**src/ltgm_regs.svh**
```systemverilog
`ifndef LTGM_REGS_SVH
`define LTGM_REGS_SVH
`define LTGM_NSEG 4
`define LTGM_SEGW 64
`define LTGM_CHW 8
`define LTGM_CNTW 16
`define LTGM_SWW 64
`define LTGM_FCW 16
`define LTGM_NFC 2
`define LTGM_LAST_POS 3'h4
`define LTGM_DPKT_LSB 48
`define LTGM_CH_A 8'h0A
`define LTGM_CH_B 8'h15
`define LTGM_FC_SEED 16'h0001
`define LTGM_A_CTRL 8'h00
`define LTGM_A_STAT 8'h04
`define LTGM_A_INT 8'h08
`define LTGM_A_MASK 8'h0C
`define LTGM_A_CNT 8'h10
`define LTGM_A_FC 8'h14
`define LTGM_CTRL_RST 0
`define LTGM_CTRL_MODE 1
`define LTGM_CTRL_INJ 2
`define LTGM_NEV 5
`define LTGM_MASK_RST 5'h00
`define LTGM_RATE_LO_KBPS 12500000
`define LTGM_RATE_HI_KBPS 25781250
`define LTGM_LBUS_MHZ 300
`define LTGM_CORE_HI_MHZ 412
`endif

```
**src/ltgm_pkg.sv**
```systemverilog
`include "ltgm_regs.svh"
package ltgm_pkg;
  typedef enum logic [2:0] {
    LTGM_IDLE = 3'b000,
    LTGM_WAIT = 3'b001,
    LTGM_RUN  = 3'b010,
    LTGM_DONE = 3'b011,
    LTGM_FAIL = 3'b100
  } ltgm_state_e;
  typedef enum logic {
    LTGM_PKT   = 1'b0,
    LTGM_BURST = 1'b1
  } ltgm_mode_e;
  typedef struct packed {
    logic                  ena;
    logic                  sop;
    logic                  eop;
    logic                  err;
    logic [`LTGM_CHW-1:0]  chan;
    logic [`LTGM_SEGW-1:0] data;
  } ltgm_seg_s;
  typedef ltgm_seg_s [`LTGM_NSEG-1:0] ltgm_lbus_t;
  // Five segments a packet on four lanes walks SOP/EOP over all of them
  function automatic ltgm_seg_s ltgm_mk_seg(
    input logic [`LTGM_CNTW-1:0] pkt,
    input logic [2:0]            pos,
    input ltgm_mode_e            mode);
    ltgm_seg_s s;
    s.ena  = 1'b1;
    s.sop  = (pos == 3'h0);
    s.eop  = (pos == `LTGM_LAST_POS);
    s.err  = 1'b0;
    s.chan = (mode == LTGM_PKT) ? pkt[7:0] :
             (pkt[0] ? `LTGM_CH_B : `LTGM_CH_A);
    s.data = {pkt, 13'h0, pos, ~pkt, 13'h0, pos};
    return s;
  endfunction
endpackage

```
**src/ltgm_top.sv**
```systemverilog
// Contract
// Generator and monitor share one packet count
// Packet count even, 2 to 65534
// Generator sends only after lock and alignment
// Monitor receives only after lock and alignment
// Lock, alignment and segmented bus handshake exchanged
// Fixed length toggles SOP/EOP on all segments
// Packet mode channel counts 0..255, wraps
// Burst mode alternates two fixed channels
// Generator drives flow control and error injection
// Monitor observes flow control and injection status
// Flow-control blocks exist only when enabled
// 12.5 Gb/s uses one shared 300MHz clock
// 25.78125 Gb/s uses 300MHz bus, 412MHz core
// Swap reverses bit order core to transceiver
// Restart only when both sides idle
// Done raised after all packets sent
// Fail raised on buffer overflow or underflow
// Monitor checks contents, sequence, count; flags errors
// Busy held from start until done or fail
`timescale 1ns/1ps
`include "ltgm_regs.svh"
module ltgm_top #(
  parameter int PKT_NUM                = 100,
  parameter int LINE_RATE_KBPS         = `LTGM_RATE_LO_KBPS,
  parameter bit INBAND_FLOW_CTRL_EN    = 1'b1,
  parameter bit OUTOFBAND_FLOW_CTRL_EN = 1'b1
) (
  input  wire logic                       clk_i,
  input  wire logic                       sys_rst_i,
  input  wire logic [7:0]                 addr_i,
  input  wire logic [31:0]                wdata_i,
  input  wire logic                       wr_i,
  input  wire logic                       rd_i,
  output logic [31:0]                     rdata_o,
  output logic                            irq_o,
  input  wire logic                       restart_i,
  input  wire logic                       serial_transceiver_locked_i,
  input  wire logic                       rx_aligned_i,
  output ltgm_pkg::ltgm_lbus_t            tx_o,
  input  wire logic                       tx_rdy_i,
  input  wire logic                       tx_ovf_i,
  input  wire logic                       tx_unf_i,
  input  ltgm_pkg::ltgm_lbus_t            rx_i,
  output logic                            err_inj_o,
  input  wire logic                       core_err_i,
  output logic [`LTGM_NFC-1:0][`LTGM_FCW-1:0] fc_tx_o,
  input  wire logic [`LTGM_NFC-1:0][`LTGM_FCW-1:0] fc_rx_i,
  input  wire logic [`LTGM_SWW-1:0]       core_txd_i,
  output logic [`LTGM_SWW-1:0]            ser_txd_o,
  input  wire logic [`LTGM_SWW-1:0]       ser_rxd_i,
  output logic [`LTGM_SWW-1:0]            core_rxd_o,
  output logic                            tx_done_o,
  output logic                            tx_fail_o,
  output logic                            tx_busy_o,
  output logic                            rx_busy_o,
  output logic                            rx_done_o,
  output logic                            rx_err_o,
  output logic                            locked_o,
  output logic                            two_clk_cfg_o
);
  import ltgm_pkg::*;

  if ((PKT_NUM % 2) != 0 || PKT_NUM < 2 || PKT_NUM > 65534) begin : g_bad_num
    $error("packet count must be even, 2 to 65534");
  end
  if (LINE_RATE_KBPS != `LTGM_RATE_LO_KBPS &&
      LINE_RATE_KBPS != `LTGM_RATE_HI_KBPS) begin : g_bad_rate
    $error("unsupported line rate");
  end

  localparam bit TWO_CLK = (LINE_RATE_KBPS == `LTGM_RATE_HI_KBPS);
  localparam bit [`LTGM_NFC-1:0] FC_EN =
    {OUTOFBAND_FLOW_CTRL_EN, INBAND_FLOW_CTRL_EN};

  function automatic logic [`LTGM_SWW-1:0] ltgm_rev(
    input logic [`LTGM_SWW-1:0] d);
    logic [`LTGM_SWW-1:0] r;
    r = '0;
    for (int i = 0; i < `LTGM_SWW; i++) begin
      r[i] = d[`LTGM_SWW-1-i];
    end
    return r;
  endfunction

  typedef struct packed {
    logic                   started;
    logic                   start;
    ltgm_mode_e             mode;
    logic                   inj;
    logic [`LTGM_NEV-1:0]   ist;
    logic [`LTGM_NEV-1:0]   imask;
    logic [`LTGM_NEV-1:0]   prev;
    logic [31:0]            rdata;
    logic                   irq;
    logic                   locked;
    logic                   aligned;
    logic                   two_clk;
    logic [`LTGM_SWW-1:0]   txd;
    logic [`LTGM_SWW-1:0]   rxd;
  } ltgm_top_s;

  ltgm_top_s                             t_reg;
  ltgm_top_s                             t_next;
  logic                                  link_up;
  logic                                  gen_busy;
  logic                                  gen_done;
  logic                                  gen_fail;
  logic                                  mon_busy;
  logic                                  mon_done;
  logic                                  mon_err;
  logic [`LTGM_CNTW-1:0]                 sent;
  logic [`LTGM_CNTW-1:0]                 rcvd;
  logic [`LTGM_NEV-1:0]                  ev;
  logic [`LTGM_NEV-1:0]                  rise;
  logic [`LTGM_NEV-1:0]                  w1c;
  logic                                  req;
  logic                                  wr_ctrl;
  logic [`LTGM_NFC-1:0][`LTGM_FCW-1:0]   fc_seen;

  // Both status levels are taken as already synchronous to clk_i
  assign link_up = serial_transceiver_locked_i && rx_aligned_i;

  ltgm_pkt_gen #(
    .PKT_NUM (PKT_NUM)
  ) u_gen (
    .clk_i     (clk_i),
    .sys_rst_i (sys_rst_i),
    .start_i   (t_reg.start),
    .mode_i    (t_reg.mode),
    .link_up_i (link_up),
    .tx_rdy_i  (tx_rdy_i),
    .tx_ovf_i  (tx_ovf_i),
    .tx_unf_i  (tx_unf_i),
    .tx_o      (tx_o),
    .busy_o    (gen_busy),
    .done_o    (gen_done),
    .fail_o    (gen_fail),
    .sent_o    (sent)
  );

  ltgm_pkt_mon #(
    .PKT_NUM (PKT_NUM)
  ) u_mon (
    .clk_i     (clk_i),
    .sys_rst_i (sys_rst_i),
    .start_i   (t_reg.start),
    .mode_i    (t_reg.mode),
    .link_up_i (link_up),
    .rx_i      (rx_i),
    .busy_o    (mon_busy),
    .done_o    (mon_done),
    .err_o     (mon_err),
    .rcvd_o    (rcvd)
  );

  // Flow-control calendars walk a single bit while a run is in progress
  for (genvar k = 0; k < `LTGM_NFC; k++) begin : g_fc
    if (FC_EN[k]) begin : g_on
      logic [`LTGM_FCW-1:0] cal_reg;
      logic [`LTGM_FCW-1:0] seen_reg;
      always_ff @(posedge clk_i or posedge sys_rst_i) begin
        if (sys_rst_i) begin
          cal_reg <= `LTGM_FC_SEED;
          seen_reg <= '0;
        end else begin
          if (gen_busy) begin
            cal_reg <= {cal_reg[`LTGM_FCW-2:0], cal_reg[`LTGM_FCW-1]};
          end
          if (t_reg.start) begin
            seen_reg <= '0;
          end else begin
            seen_reg <= seen_reg | fc_rx_i[k];
          end
        end
      end
      assign fc_tx_o[k] = cal_reg;
      assign fc_seen[k] = seen_reg;
    end else begin : g_off
      assign fc_tx_o[k] = '0;
      assign fc_seen[k] = '0;
    end
  end

  always_comb begin
    t_next = t_reg;
    wr_ctrl = wr_i && (addr_i == `LTGM_A_CTRL);
    req = restart_i || (wr_ctrl && wdata_i[`LTGM_CTRL_RST]);
    ev = {core_err_i, mon_err, mon_done, gen_fail, gen_done};
    rise = ev & ~t_reg.prev;
    w1c = '0;
    t_next.prev = ev;
    t_next.started = 1'b1;
    // First run starts by itself after reset
    t_next.start = !t_reg.started ||
                   (req && !gen_busy && !mon_busy);
    t_next.inj = wr_ctrl && wdata_i[`LTGM_CTRL_INJ];
    if (wr_ctrl) begin
      t_next.mode = ltgm_mode_e'(wdata_i[`LTGM_CTRL_MODE]);
    end
    if (wr_i && addr_i == `LTGM_A_MASK) begin
      t_next.imask = wdata_i[`LTGM_NEV-1:0];
    end
    if (wr_i && addr_i == `LTGM_A_INT) begin
      w1c = wdata_i[`LTGM_NEV-1:0];
    end
    // A new event beats a clear landing in the same cycle
    t_next.ist = (t_reg.ist & ~w1c) | rise;
    t_next.irq = |(t_next.ist & t_next.imask);
    t_next.rdata = '0;
    if (rd_i) begin
      unique case (addr_i)
        `LTGM_A_CTRL: t_next.rdata = 32'({t_reg.mode, 1'b0});
        `LTGM_A_STAT: t_next.rdata = 32'({t_reg.two_clk, t_reg.aligned,
                                          t_reg.locked, mon_err, mon_done,
                                          mon_busy, gen_fail, gen_done,
                                          gen_busy});
        `LTGM_A_INT:  t_next.rdata = 32'(t_reg.ist);
        `LTGM_A_MASK: t_next.rdata = 32'(t_reg.imask);
        `LTGM_A_CNT:  t_next.rdata = {rcvd, sent};
        `LTGM_A_FC:   t_next.rdata = {fc_seen[1], fc_seen[0]};
        default:      t_next.rdata = '0;
      endcase
    end
    t_next.locked = serial_transceiver_locked_i;
    t_next.aligned = rx_aligned_i;
    // One shared clock below the high rate, else a separate core clock
    t_next.two_clk = TWO_CLK;
    t_next.txd = ltgm_rev(core_txd_i);
    t_next.rxd = ltgm_rev(ser_rxd_i);
  end

  always_ff @(posedge clk_i or posedge sys_rst_i) begin
    if (sys_rst_i) begin
      t_reg <= '0;
      t_reg.imask <= `LTGM_MASK_RST;
    end else begin
      t_reg <= t_next;
    end
  end

  assign rdata_o = t_reg.rdata;
  assign irq_o = t_reg.irq;
  assign err_inj_o = t_reg.inj;
  assign ser_txd_o = t_reg.txd;
  assign core_rxd_o = t_reg.rxd;
  assign tx_done_o = gen_done;
  assign tx_fail_o = gen_fail;
  assign tx_busy_o = gen_busy;
  assign rx_busy_o = mon_busy;
  assign rx_done_o = mon_done;
  assign rx_err_o = mon_err;
  assign locked_o = t_reg.locked;
  assign two_clk_cfg_o = t_reg.two_clk;

  property p_swap;
    @(posedge clk_i) disable iff (sys_rst_i)
    ##1 ser_txd_o == ltgm_rev($past(core_txd_i)) &&
        ltgm_rev(core_rxd_o) == $past(ser_rxd_i);
  endproperty
  a_swap: assert property (p_swap)
    else $error("bit swap stage wrong");
  property p_restart;
    @(posedge clk_i) disable iff (sys_rst_i)
    (t_reg.started && restart_i && (tx_busy_o || rx_busy_o))
      |=> !t_reg.start;
  endproperty
  a_restart: assert property (p_restart)
    else $error("restart taken while busy");
  property p_rate;
    @(posedge clk_i) disable iff (sys_rst_i)
    t_reg.started |-> two_clk_cfg_o == TWO_CLK;
  endproperty
  a_rate: assert property (p_rate)
    else $error("clock configuration wrong");
  property p_sticky;
    @(posedge clk_i) disable iff (sys_rst_i)
    rise[0] |=> t_reg.ist[0] ##1 (t_reg.ist[0] || $past(w1c[0]));
  endproperty
  a_sticky: assert property (p_sticky)
    else $error("done event lost");
endmodule

```
**src/ltgm_pkt_gen.sv**
```systemverilog
`timescale 1ns/1ps
`include "ltgm_regs.svh"
module ltgm_pkt_gen #(
  parameter int PKT_NUM = 100
) (
  input  wire logic                  clk_i,
  input  wire logic                  sys_rst_i,
  input  wire logic                  start_i,
  input  ltgm_pkg::ltgm_mode_e       mode_i,
  input  wire logic                  link_up_i,
  input  wire logic                  tx_rdy_i,
  input  wire logic                  tx_ovf_i,
  input  wire logic                  tx_unf_i,
  output ltgm_pkg::ltgm_lbus_t       tx_o,
  output logic                       busy_o,
  output logic                       done_o,
  output logic                       fail_o,
  output logic [`LTGM_CNTW-1:0]      sent_o
);
  import ltgm_pkg::*;
  localparam logic [`LTGM_CNTW-1:0] TOT = `LTGM_CNTW'(PKT_NUM);
  typedef struct packed {
    ltgm_state_e           st;
    logic [2:0]            pos;
    logic [`LTGM_CNTW-1:0] pkt;
    ltgm_mode_e            mode;
    ltgm_lbus_t            bus;
    logic                  busy;
    logic                  done;
    logic                  fail;
  } ltgm_gen_s;
  ltgm_gen_s             g_reg;
  ltgm_gen_s             g_next;
  logic [`LTGM_CNTW-1:0] p;
  logic [2:0]            q;
  always_comb begin
    g_next = g_reg;
    g_next.bus = '0;
    p = g_reg.pkt;
    q = g_reg.pos;
    unique case (g_reg.st)
      LTGM_IDLE, LTGM_DONE, LTGM_FAIL: begin
        if (start_i) begin
          g_next = '0;
          g_next.st = LTGM_WAIT;
          g_next.mode = mode_i;
          g_next.busy = 1'b1;
        end
      end
      LTGM_WAIT: begin
        if (link_up_i) begin
          g_next.st = LTGM_RUN;
        end
      end
      LTGM_RUN: begin
        if (tx_ovf_i || tx_unf_i) begin
          g_next.st = LTGM_FAIL;
          g_next.fail = 1'b1;
          g_next.busy = 1'b0;
        end else if (link_up_i && tx_rdy_i) begin
          for (int i = 0; i < `LTGM_NSEG; i++) begin
            if (p < TOT) begin
              g_next.bus[i] = ltgm_mk_seg(p, q, g_reg.mode);
              if (q == `LTGM_LAST_POS) begin
                q = 3'h0;
                p = p + `LTGM_CNTW'(1);
              end else begin
                q = q + 3'h1;
              end
            end
          end
          g_next.pkt = p;
          g_next.pos = q;
          if (p == TOT) begin
            g_next.st = LTGM_DONE;
            g_next.done = 1'b1;
            g_next.busy = 1'b0;
          end
        end
      end
      default: g_next.st = LTGM_IDLE;
    endcase
  end
  always_ff @(posedge clk_i or posedge sys_rst_i) begin
    if (sys_rst_i) begin
      g_reg <= '0;
    end else begin
      g_reg <= g_next;
    end
  end
  assign tx_o = g_reg.bus;
  assign busy_o = g_reg.busy;
  assign done_o = g_reg.done;
  assign fail_o = g_reg.fail;
  assign sent_o = g_reg.pkt;

  property p_done_cnt;
    @(posedge clk_i) disable iff (sys_rst_i)
    $rose(done_o) |-> sent_o == TOT && tx_o[0].ena;
  endproperty
  a_done_cnt: assert property (p_done_cnt)
    else $error("done without full packet count");
  property p_fail;
    @(posedge clk_i) disable iff (sys_rst_i)
    (g_reg.st == LTGM_RUN && (tx_ovf_i || tx_unf_i))
      |=> fail_o && !busy_o && !tx_o[0].ena;
  endproperty
  a_fail: assert property (p_fail)
    else $error("fifo error did not raise fail");
  property p_link;
    @(posedge clk_i) disable iff (sys_rst_i)
    tx_o[0].ena |-> $past(link_up_i) && $past(tx_rdy_i);
  endproperty
  a_link: assert property (p_link)
    else $error("traffic sent without link up");
  property p_chan_pkt;
    @(posedge clk_i) disable iff (sys_rst_i)
    (tx_o[1].ena && g_reg.mode == LTGM_PKT)
      |-> tx_o[1].chan == tx_o[1].data[`LTGM_DPKT_LSB +: 8];
  endproperty
  a_chan_pkt: assert property (p_chan_pkt)
    else $error("packet mode channel wrong");
  property p_chan_burst;
    @(posedge clk_i) disable iff (sys_rst_i)
    (tx_o[2].ena && g_reg.mode == LTGM_BURST)
      |-> tx_o[2].chan == (tx_o[2].data[`LTGM_DPKT_LSB] ?
                           `LTGM_CH_B : `LTGM_CH_A);
  endproperty
  a_chan_burst: assert property (p_chan_burst)
    else $error("burst mode channel wrong");
  property p_busy;
    @(posedge clk_i) disable iff (sys_rst_i)
    $rose(busy_o) |-> !done_o && !fail_o ##1 busy_o;
  endproperty
  a_busy: assert property (p_busy)
    else $error("busy not held from start");
endmodule

```
**src/ltgm_pkt_mon.sv**
```systemverilog
`timescale 1ns/1ps
`include "ltgm_regs.svh"
module ltgm_pkt_mon #(
  parameter int PKT_NUM = 100
) (
  input  wire logic                  clk_i,
  input  wire logic                  sys_rst_i,
  input  wire logic                  start_i,
  input  ltgm_pkg::ltgm_mode_e       mode_i,
  input  wire logic                  link_up_i,
  input  ltgm_pkg::ltgm_lbus_t       rx_i,
  output logic                       busy_o,
  output logic                       done_o,
  output logic                       err_o,
  output logic [`LTGM_CNTW-1:0]      rcvd_o
);
  import ltgm_pkg::*;
  localparam logic [`LTGM_CNTW-1:0] TOT = `LTGM_CNTW'(PKT_NUM);
  typedef struct packed {
    ltgm_state_e           st;
    logic [2:0]            pos;
    logic [`LTGM_CNTW-1:0] pkt;
    ltgm_mode_e            mode;
    logic                  busy;
    logic                  done;
    logic                  err;
  } ltgm_mon_s;
  ltgm_mon_s             m_reg;
  ltgm_mon_s             m_next;
  logic [`LTGM_CNTW-1:0] p;
  logic [2:0]            q;
  logic                  bad;
  always_comb begin
    m_next = m_reg;
    p = m_reg.pkt;
    q = m_reg.pos;
    bad = 1'b0;
    unique case (m_reg.st)
      LTGM_IDLE, LTGM_DONE, LTGM_FAIL: begin
        if (start_i) begin
          m_next = '0;
          m_next.st = LTGM_WAIT;
          m_next.mode = mode_i;
          m_next.busy = 1'b1;
        end
      end
      LTGM_WAIT: begin
        if (link_up_i) begin
          m_next.st = LTGM_RUN;
        end
      end
      LTGM_RUN: begin
        for (int i = 0; i < `LTGM_NSEG; i++) begin
          if (rx_i[i].ena) begin
            if (p >= TOT || rx_i[i] != ltgm_mk_seg(p, q, m_reg.mode)) begin
              bad = 1'b1;
            end
            if (q == `LTGM_LAST_POS) begin
              q = 3'h0;
              p = p + `LTGM_CNTW'(1);
            end else begin
              q = q + 3'h1;
            end
          end
        end
        m_next.pkt = p;
        m_next.pos = q;
        if (bad) begin
          m_next.st = LTGM_FAIL;
          m_next.err = 1'b1;
          m_next.busy = 1'b0;
        end else if (p == TOT) begin
          m_next.st = LTGM_DONE;
          m_next.done = 1'b1;
          m_next.busy = 1'b0;
        end
      end
      default: m_next.st = LTGM_IDLE;
    endcase
  end
  always_ff @(posedge clk_i or posedge sys_rst_i) begin
    if (sys_rst_i) begin
      m_reg <= '0;
    end else begin
      m_reg <= m_next;
    end
  end
  assign busy_o = m_reg.busy;
  assign done_o = m_reg.done;
  assign err_o = m_reg.err;
  assign rcvd_o = m_reg.pkt;

  property p_mismatch;
    @(posedge clk_i) disable iff (sys_rst_i)
    (m_reg.st == LTGM_RUN && rx_i[0].ena && rx_i[0].err)
      |=> err_o && !busy_o && !done_o;
  endproperty
  a_mismatch: assert property (p_mismatch)
    else $error("corrupt segment not flagged");
  property p_mon_wait;
    @(posedge clk_i) disable iff (sys_rst_i)
    (m_reg.st == LTGM_WAIT && !link_up_i) |=> m_reg.st == LTGM_WAIT;
  endproperty
  a_mon_wait: assert property (p_mon_wait)
    else $error("monitor left wait without link");
endmodule

```
**config.mk**
```make
export PLATFORM = sky130hd
export DESIGN_NAME = ltgm_top
export DESIGN_NICKNAME = d
export VERILOG_FILES = /design/src/ltgm_pkg.sv /design/src/ltgm_top.sv /design/src/ltgm_pkt_gen.sv /design/src/ltgm_pkt_mon.sv
export VERILOG_INCLUDE_DIRS = /design/src
export SDC_FILE = /design/constraint.sdc
export NUM_CORES = 1
export LEC_CHECK = 0
export BUFFER_PORTS_ARGS = -buffer_cell sky130_fd_sc_hd__buf_2
export CAP_MARGIN = 20
export CORE_AREA = 2 2 394 396
export DETAILED_ROUTE_END_ITERATION = 10
export DIE_AREA = 0 0 396 398
export GPL_TIMING_DRIVEN = 0
export PLACE_DENSITY = 0.41
export SLEW_MARGIN = 20
export SYNTH_ARGS = -nofsm -noshare
export SYNTH_HDL_FRONTEND = slang
export SYNTH_SLANG_ARGS = --single-unit
```
**constraint.sdc**
```tcl
create_clock -name clk_i -period 37.4 [get_ports clk_i]
set_input_delay 7.48 -clock clk_i [delete_from_list [all_inputs] [get_ports clk_i]]
set_output_delay 7.48 -clock clk_i [all_outputs]
set_load 0.02 [all_outputs]
```
==> results of run 1 <==
==> worst max-delay path, cell delays in order <==
cell and delay [ps]:
buf_2 180, buf_2 250, a21bo_2 240, mux2i_1 550
inv_1 110, ha_1 300, nand2_1 210, nor3_2 120
or2_2 380, ha_1 280, nand2_1 150, nor3_1 140
a21oi_1 410, inv_1 90, ha_1 290, a21oi_1 140
a31oi_1 50, a2111oi_0 500, o221ai_1 260, a221oi_1 460
nand4_1 150, nor4_1 430, nand4_1 210, a211oi_2 650
nor2_1 130, o21a_1 190
==> report_power, final <==
group / internal (mW) / switching (mW)
Combinational: 0.0934 / 0.163
Sequential: 0.538 / 0.0172
Clock: 0.342 / 0.249
Total: 0.973 / 0.430
==> cell usage in the layout (no fill, tap or decap), types with 69 or more instances in the layout <==
cell type,n
buf_2,895
dfrtp_1,476
buf_4,465
nor2_1,255
conb_1,150
nand2_1,139
inv_1,92
o21ai_0,84
xnor2_1,77
clkbuf_1,69
==> kinds of logic (layout without fill, tap and decap cells) <==
| family | count (synthesis) | count (layout) | share of synthesized area (%) |
|---|---|---|---|
| buffers and inverters | 653 | 1644 | 16.8 |
| adder cells (fa/ha/maj) | 24 | 24 | 1.20 |
| AND/OR/NAND/NOR | 807 | 807 | 16.7 |
| XOR/XNOR | 115 | 115 | 4.16 |
| AO/OA/AOI/OAI | 349 | 349 | 9.49 |
| multiplexers | 90 | 90 | 3.86 |
| other | 2 | 166 | 0.0299 |
| flip-flops | 478 | 478 | 47.7 |
==> worst min path at each step <==
stage | slack (ps) | start | depth (start not counted) | endpoint
after floorplan | 400 | t_reg[182] | 1 | t_reg[181]
after global placement | 410 | t_reg[182] | 1 | t_reg[181]
after detailed placement | 420 | t_reg[182] | 1 | t_reg[181]
after CTS | 430 | t_reg[182] | 1 | t_reg[181]
after global routing | 440 | t_reg[182] | 1 | t_reg[181]
final | 420 | t_reg[182] | 1 | t_reg[181]
==> cells in the mapped netlist (all sizes together), types with 30 or more instances <==
cell	count
inv	94
clkbuf	65
a21oi	64
mux2	50
nor4	53
buf	492
and3	30
nor3	52
dfrtp	476
xor2	34
o21ai	89
and2	36
nand2	139
nand4	47
nor2	255
xnor2	80
mux2i	40
nand3	58
==> metrics by stage <==
stage | area, um2 | setup WS (ps)
2_1_floorplan | 25600 | 16590
3_3_place_gp | 32600 | 9180
3_5_place_dp | 32800 | 22570
4_1_cts | 34800 | 23290
5_1_grt | 34800 | 22990
6_report | 34800 | 23560
==> final cells by class <==
cell class | count | area [um2]
fillers | 17000 | 119000
clock inverters | 31 | 340
inverters | 96 | 368
repair buffers | 882 | 4530
flip-flops and latches | 478 | 12000
well taps | 2044 | 2560
clock buffers | 78 | 1660
diodes | 16 | 40.0
multi-input cells | 1535 | 9470
plain buffers | 557 | 3870
==> metal layers <==
layer / GRT usage, % / share of wire, % / routed length (um) / up-vias
met5: 0 / 0.11 / 128 / -
li1: - / - / - / 10300
met2: 26.4 / 53 / 60800 / 982
met1: 14.6 / 36 / 41300 / 10500
met3: 3.43 / 7.0 / 8040 / 224
met4: 5.55 / 4.2 / 4870 / 20
==> impl_metrics.yaml, run 1 <==
worst_setup_path:
  path_class: "in2reg"
  critPathLaunchType: "primary input"
  r2r-start: "u_gen.sent_o[10]"
  crit_required_ps: 37930
  arrival_ps: 14380
  regToRegEndpoint: "u_gen.tx_o[292]"
  r2r_setup_slack_ps: 29430
  crit_path_end: "u_mon.err_o"
  reg2regPathDepth: 23
  crit_path_end_kind: "flop"
  cp_max_fo: 10
  crit_start: "rx_i[75]"
floorplan:
  ios: 1021
  die_x_um: 396
  die_h_um: 398
  initial_utilization_pct: 16.4
  die_area_um2: 158000
  core_um2: 153000
  fp-row-count: 144
cts:
  post_cts_buffers: 0
  cts.sinks: 478
  clock_latency_ps: 650
  htreeDepth: 2
  cts.path.max_buffers: 3
  cts_root_buf: "clkbuf_16"
  clk_pin_slew_ps: 70
  cts_hold_buf: 0
  cts_tree: "done"
  ctsResizeCount: 0
  cts-buffers-inserted: 59
sta:
  tightest_slew_ps: 1080
  relSlewSlack_pct: 27.2
  finalCritPeriodShare_pct: 37.0
  holdWs_ps: 422
  hold_violations: 0
  period_needed_ps: 13840
  clock_skew_ps: 15.3
  rsz0062_at_grt: "false"
  tns_ps: 0
  slew_violations: 0
  setup_violations: 0
  fmax_mhz: 72.2
global_routing:
  antenna_found_initial: 59
  grt_pass1_vias: 21500
  grt_start_max_net_pins: 98
  grt-ovfl-total: 0
  grt_pass1_wl_mm: 158
  grt_usage_pct: 13.9
cells_and_area:
  areaGrowthSynthToFinish_pct: 38.7
  final_util_pct: 22.7
  largest_reg_flops: 180
  fin_cells: 5717
  fin_nets: 4148
  drive_gt1_share_pct: 42.8
logic_synthesis:
  synth_top_area_share_pct: 47.5
  synth_cell_types: 103
  synth.area.top_cells: "dfrtp_1, buf_4, nor2_1"
  ys_seq_area_share_pct: 47.7
  ys.flop_type: "dfrtp_1"
  synth_edf_count: 0
  synthArstFlopShare_pct: 100
  ys_warn_count: 0
  synth_area_um2: 25100
  synth_seq_cells: 478
  syn_avg_cell_area_um2: 9.96
  postSynthCellCount: 2518
  synth_top_cell_by_area: "dfrtp_1"
placement:
  numPlacedInstances: 5592
  port-buffer-count: 877
  hpwl_mm: 95.7
  globalplace.congestion: 0.907
outcome:
  status: "completed"
detailed_routing:
  vias: 22000
  drtPass1Iterations: 5
  wirelength_mm: 115
  via_per_inst: 3.84
  ant_nets: 0
  drt_iter0_drc: 1017
  remaining_drc_errors: 0
  post_drt_wl_per_cell_um: 20.1
pwr:
  power.density_nw_per_um2: 40.3
  finalPower_mw: 1.40
  max-vdd-ir-drop_v: 0.0000308
  leakage_nw: 17.7
flow_run:
  maxCapViolCount: 0
hold_path:
  min-delay-path-class: "reg2reg"
(Power assumes the default switching activity.)
==> run 2, diff against run 1 <==
clock period = 12.8 ns   (was 37.4 ns; I/O delays follow)
==> impl_metrics.yaml, run 2 (synthesis results as in run 1) <==
outcome:
  status: "completed"
sta:
  tightest_slew_ps: 1150
  fmax_mhz: 109
  relSlewSlack_pct: 23.2
  slew_violations: 0
  rsz0062_at_grt: "false"
  hold_violations: 0
  clock_skew_ps: 28.8
  period_needed_ps: 9180
  finalCritPeriodShare_pct: 71.7
  setup_violations: 0
worst_setup_path:
  crit_required_ps: 13340
  r2r_setup_slack_ps: 4750
  reg2regPathDepth: 23
  crit_start: "rx_i[75]"
  r2r-start: "u_gen.sent_o[10]"
  cp_max_fo: 10
  regToRegEndpoint: "u_gen.tx_o[292]"
  crit_path_end: "u_mon.err_o"
  critPathLaunchType: "primary input"
  arrival_ps: 9720
  path_class: "in2reg"
  crit_path_end_kind: "flop"
cts:
  ctsResizeCount: 0
  cts_tree: "done"
  clock_latency_ps: 670
  clk_pin_slew_ps: 70
  cts_root_buf: "clkbuf_16"
  cts-buffers-inserted: 60
  cts.sinks: 478
  htreeDepth: 2
  cts_hold_buf: 0
  cts.path.max_buffers: 3
  post_cts_buffers: 0
global_routing:
  grtUsageMet2_pct: 26.2
  grt-ovfl-total: 0
  antenna_found_initial: 52
  grt_usage_pct: 14.2
  grt_use_met1_pct: 14.7
  gr-usage-met3_pct: 3.61
  grt_pass1_vias: 21600
  grt_start_max_net_pins: 33
  busiest_layer: "met2"
  grt_pass1_wl_mm: 160
pwr:
  finalPower_mw: 4.14
  max-vdd-ir-drop_v: 0.000107
  power.density_nw_per_um2: 118
  leakage_nw: 17.8
placement:
  port-buffer-count: 877
  globalplace.congestion: 0.900
  hpwl_mm: 97.4
detailed_routing:
  drt_iter0_drc: 1039
  remaining_drc_errors: 0
  drtPass1Iterations: 5
  ant_nets: 0
  via_per_inst: 3.82
  post_drt_wl_per_cell_um: 20.3
  vias: 21900
  wirelength_mm: 116
cells_and_area:
  final_common_cell: "buf_2"
  largest_reg_flops: 180
  fin_nets: 4162
  nFillCells: 17000
  drive_gt1_share_pct: 43.1
  final_cell_mix: "buf_2, dfrtp_1, buf_4, nor2_1, conb_1"
  areaGrowthSynthToFinish_pct: 39.8
  final_util_pct: 22.9
floorplan:
  die_area_um2: 158000
  core_um2: 153000
  die_h_um: 398
  ios: 1021
  die_x_um: 396
  initial_utilization_pct: 16.4
  fp-row-count: 144
flow_run:
  maxCapViolCount: 0
hold_path:
  min-delay-path-class: "reg2reg"
## run 2: area by class of cell
cell class / count / area [um2] / area share [%]
antenna: 19 / 47.5 / 0.136
buffer: 557 / 3870 / 11.0
clock buffer: 85 / 1750 / 4.98
clock inverter: 27 / 304 / 0.867
inverter: 96 / 364 / 1.04
multi-input combinational: 1535 / 9490 / 27.0
sequential: 478 / 12000 / 34.1
tap: 2044 / 2560 / 7.29
timing repair buffer: 895 / 4730 / 13.5
## run 2: layer usage
layer	routed length [um]	up-vias
li1	-	10300
met1	41200	10400
met2	60200	1001
met3	8310	234
met4	6510	14
met5	89	-
## run 2: worst min path at each step
| stage | cells after the start | endpoint | startpoint | slack (ps) |
|---|---|---|---|---|
| 6_report | 1 | t_reg[181] | t_reg[182] | 430 |
| 5_1_grt | 1 | t_reg[181] | t_reg[182] | 450 |
| 4_1_cts | 1 | t_reg[181] | t_reg[182] | 430 |
| 3_5_place_dp | 1 | t_reg[181] | t_reg[182] | 420 |
| 3_3_place_gp | 1 | t_reg[181] | t_reg[182] | 410 |
| 2_1_floorplan | 1 | t_reg[181] | t_reg[182] | 400 |
## run 2: worst max-delay path: stages
cell and delay (ps):
buf_2 180, buf_2 260, a21bo_2 250, mux2i_1 570, inv_1 100, ha_1 310
nand2_1 210, nor3_2 120, xnor2_1 520, ha_1 290, inv_1 50, or4_4 570
nor4_4 460, xnor2_1 400, or3b_2 540, a22oi_1 200, nand4_1 110, nor4_1 460
nand4_1 190, a211oi_1 980, nor2_1 140, o21a_1 220
## run 2: per-stage QoR
| step | setup TNS [ps] | instances | instance area, um2 | hold slack (ps) | setup WS (ps) |
|---|---|---|---|---|---|
| detailed placement | 0 | 5605 | 33000 | 416 | 2800 |
| CTS | 0 | 5717 | 35000 | 430 | 3540 |
| global placement | -14230 | 5587 | 32600 | 408 | -152 |
| finish | 0 | 5736 | 35100 | 428 | 3620 |
| floorplan | 0 | 2666 | 25600 | 398 | 3760 |
| global route | 0 | 5731 | 35100 | 447 | 3130 |
## run 2: where the power goes
| group | internal [mW] | leakage (nW) | switching, mW | total, mW |
|---|---|---|---|---|
| Clock | 1.02 | 0.988 | 0.748 | 1.76 |
| Sequential | 1.57 | 6.18 | 0.0494 | 1.62 |
| Combinational | 0.280 | 10.7 | 0.479 | 0.759 |
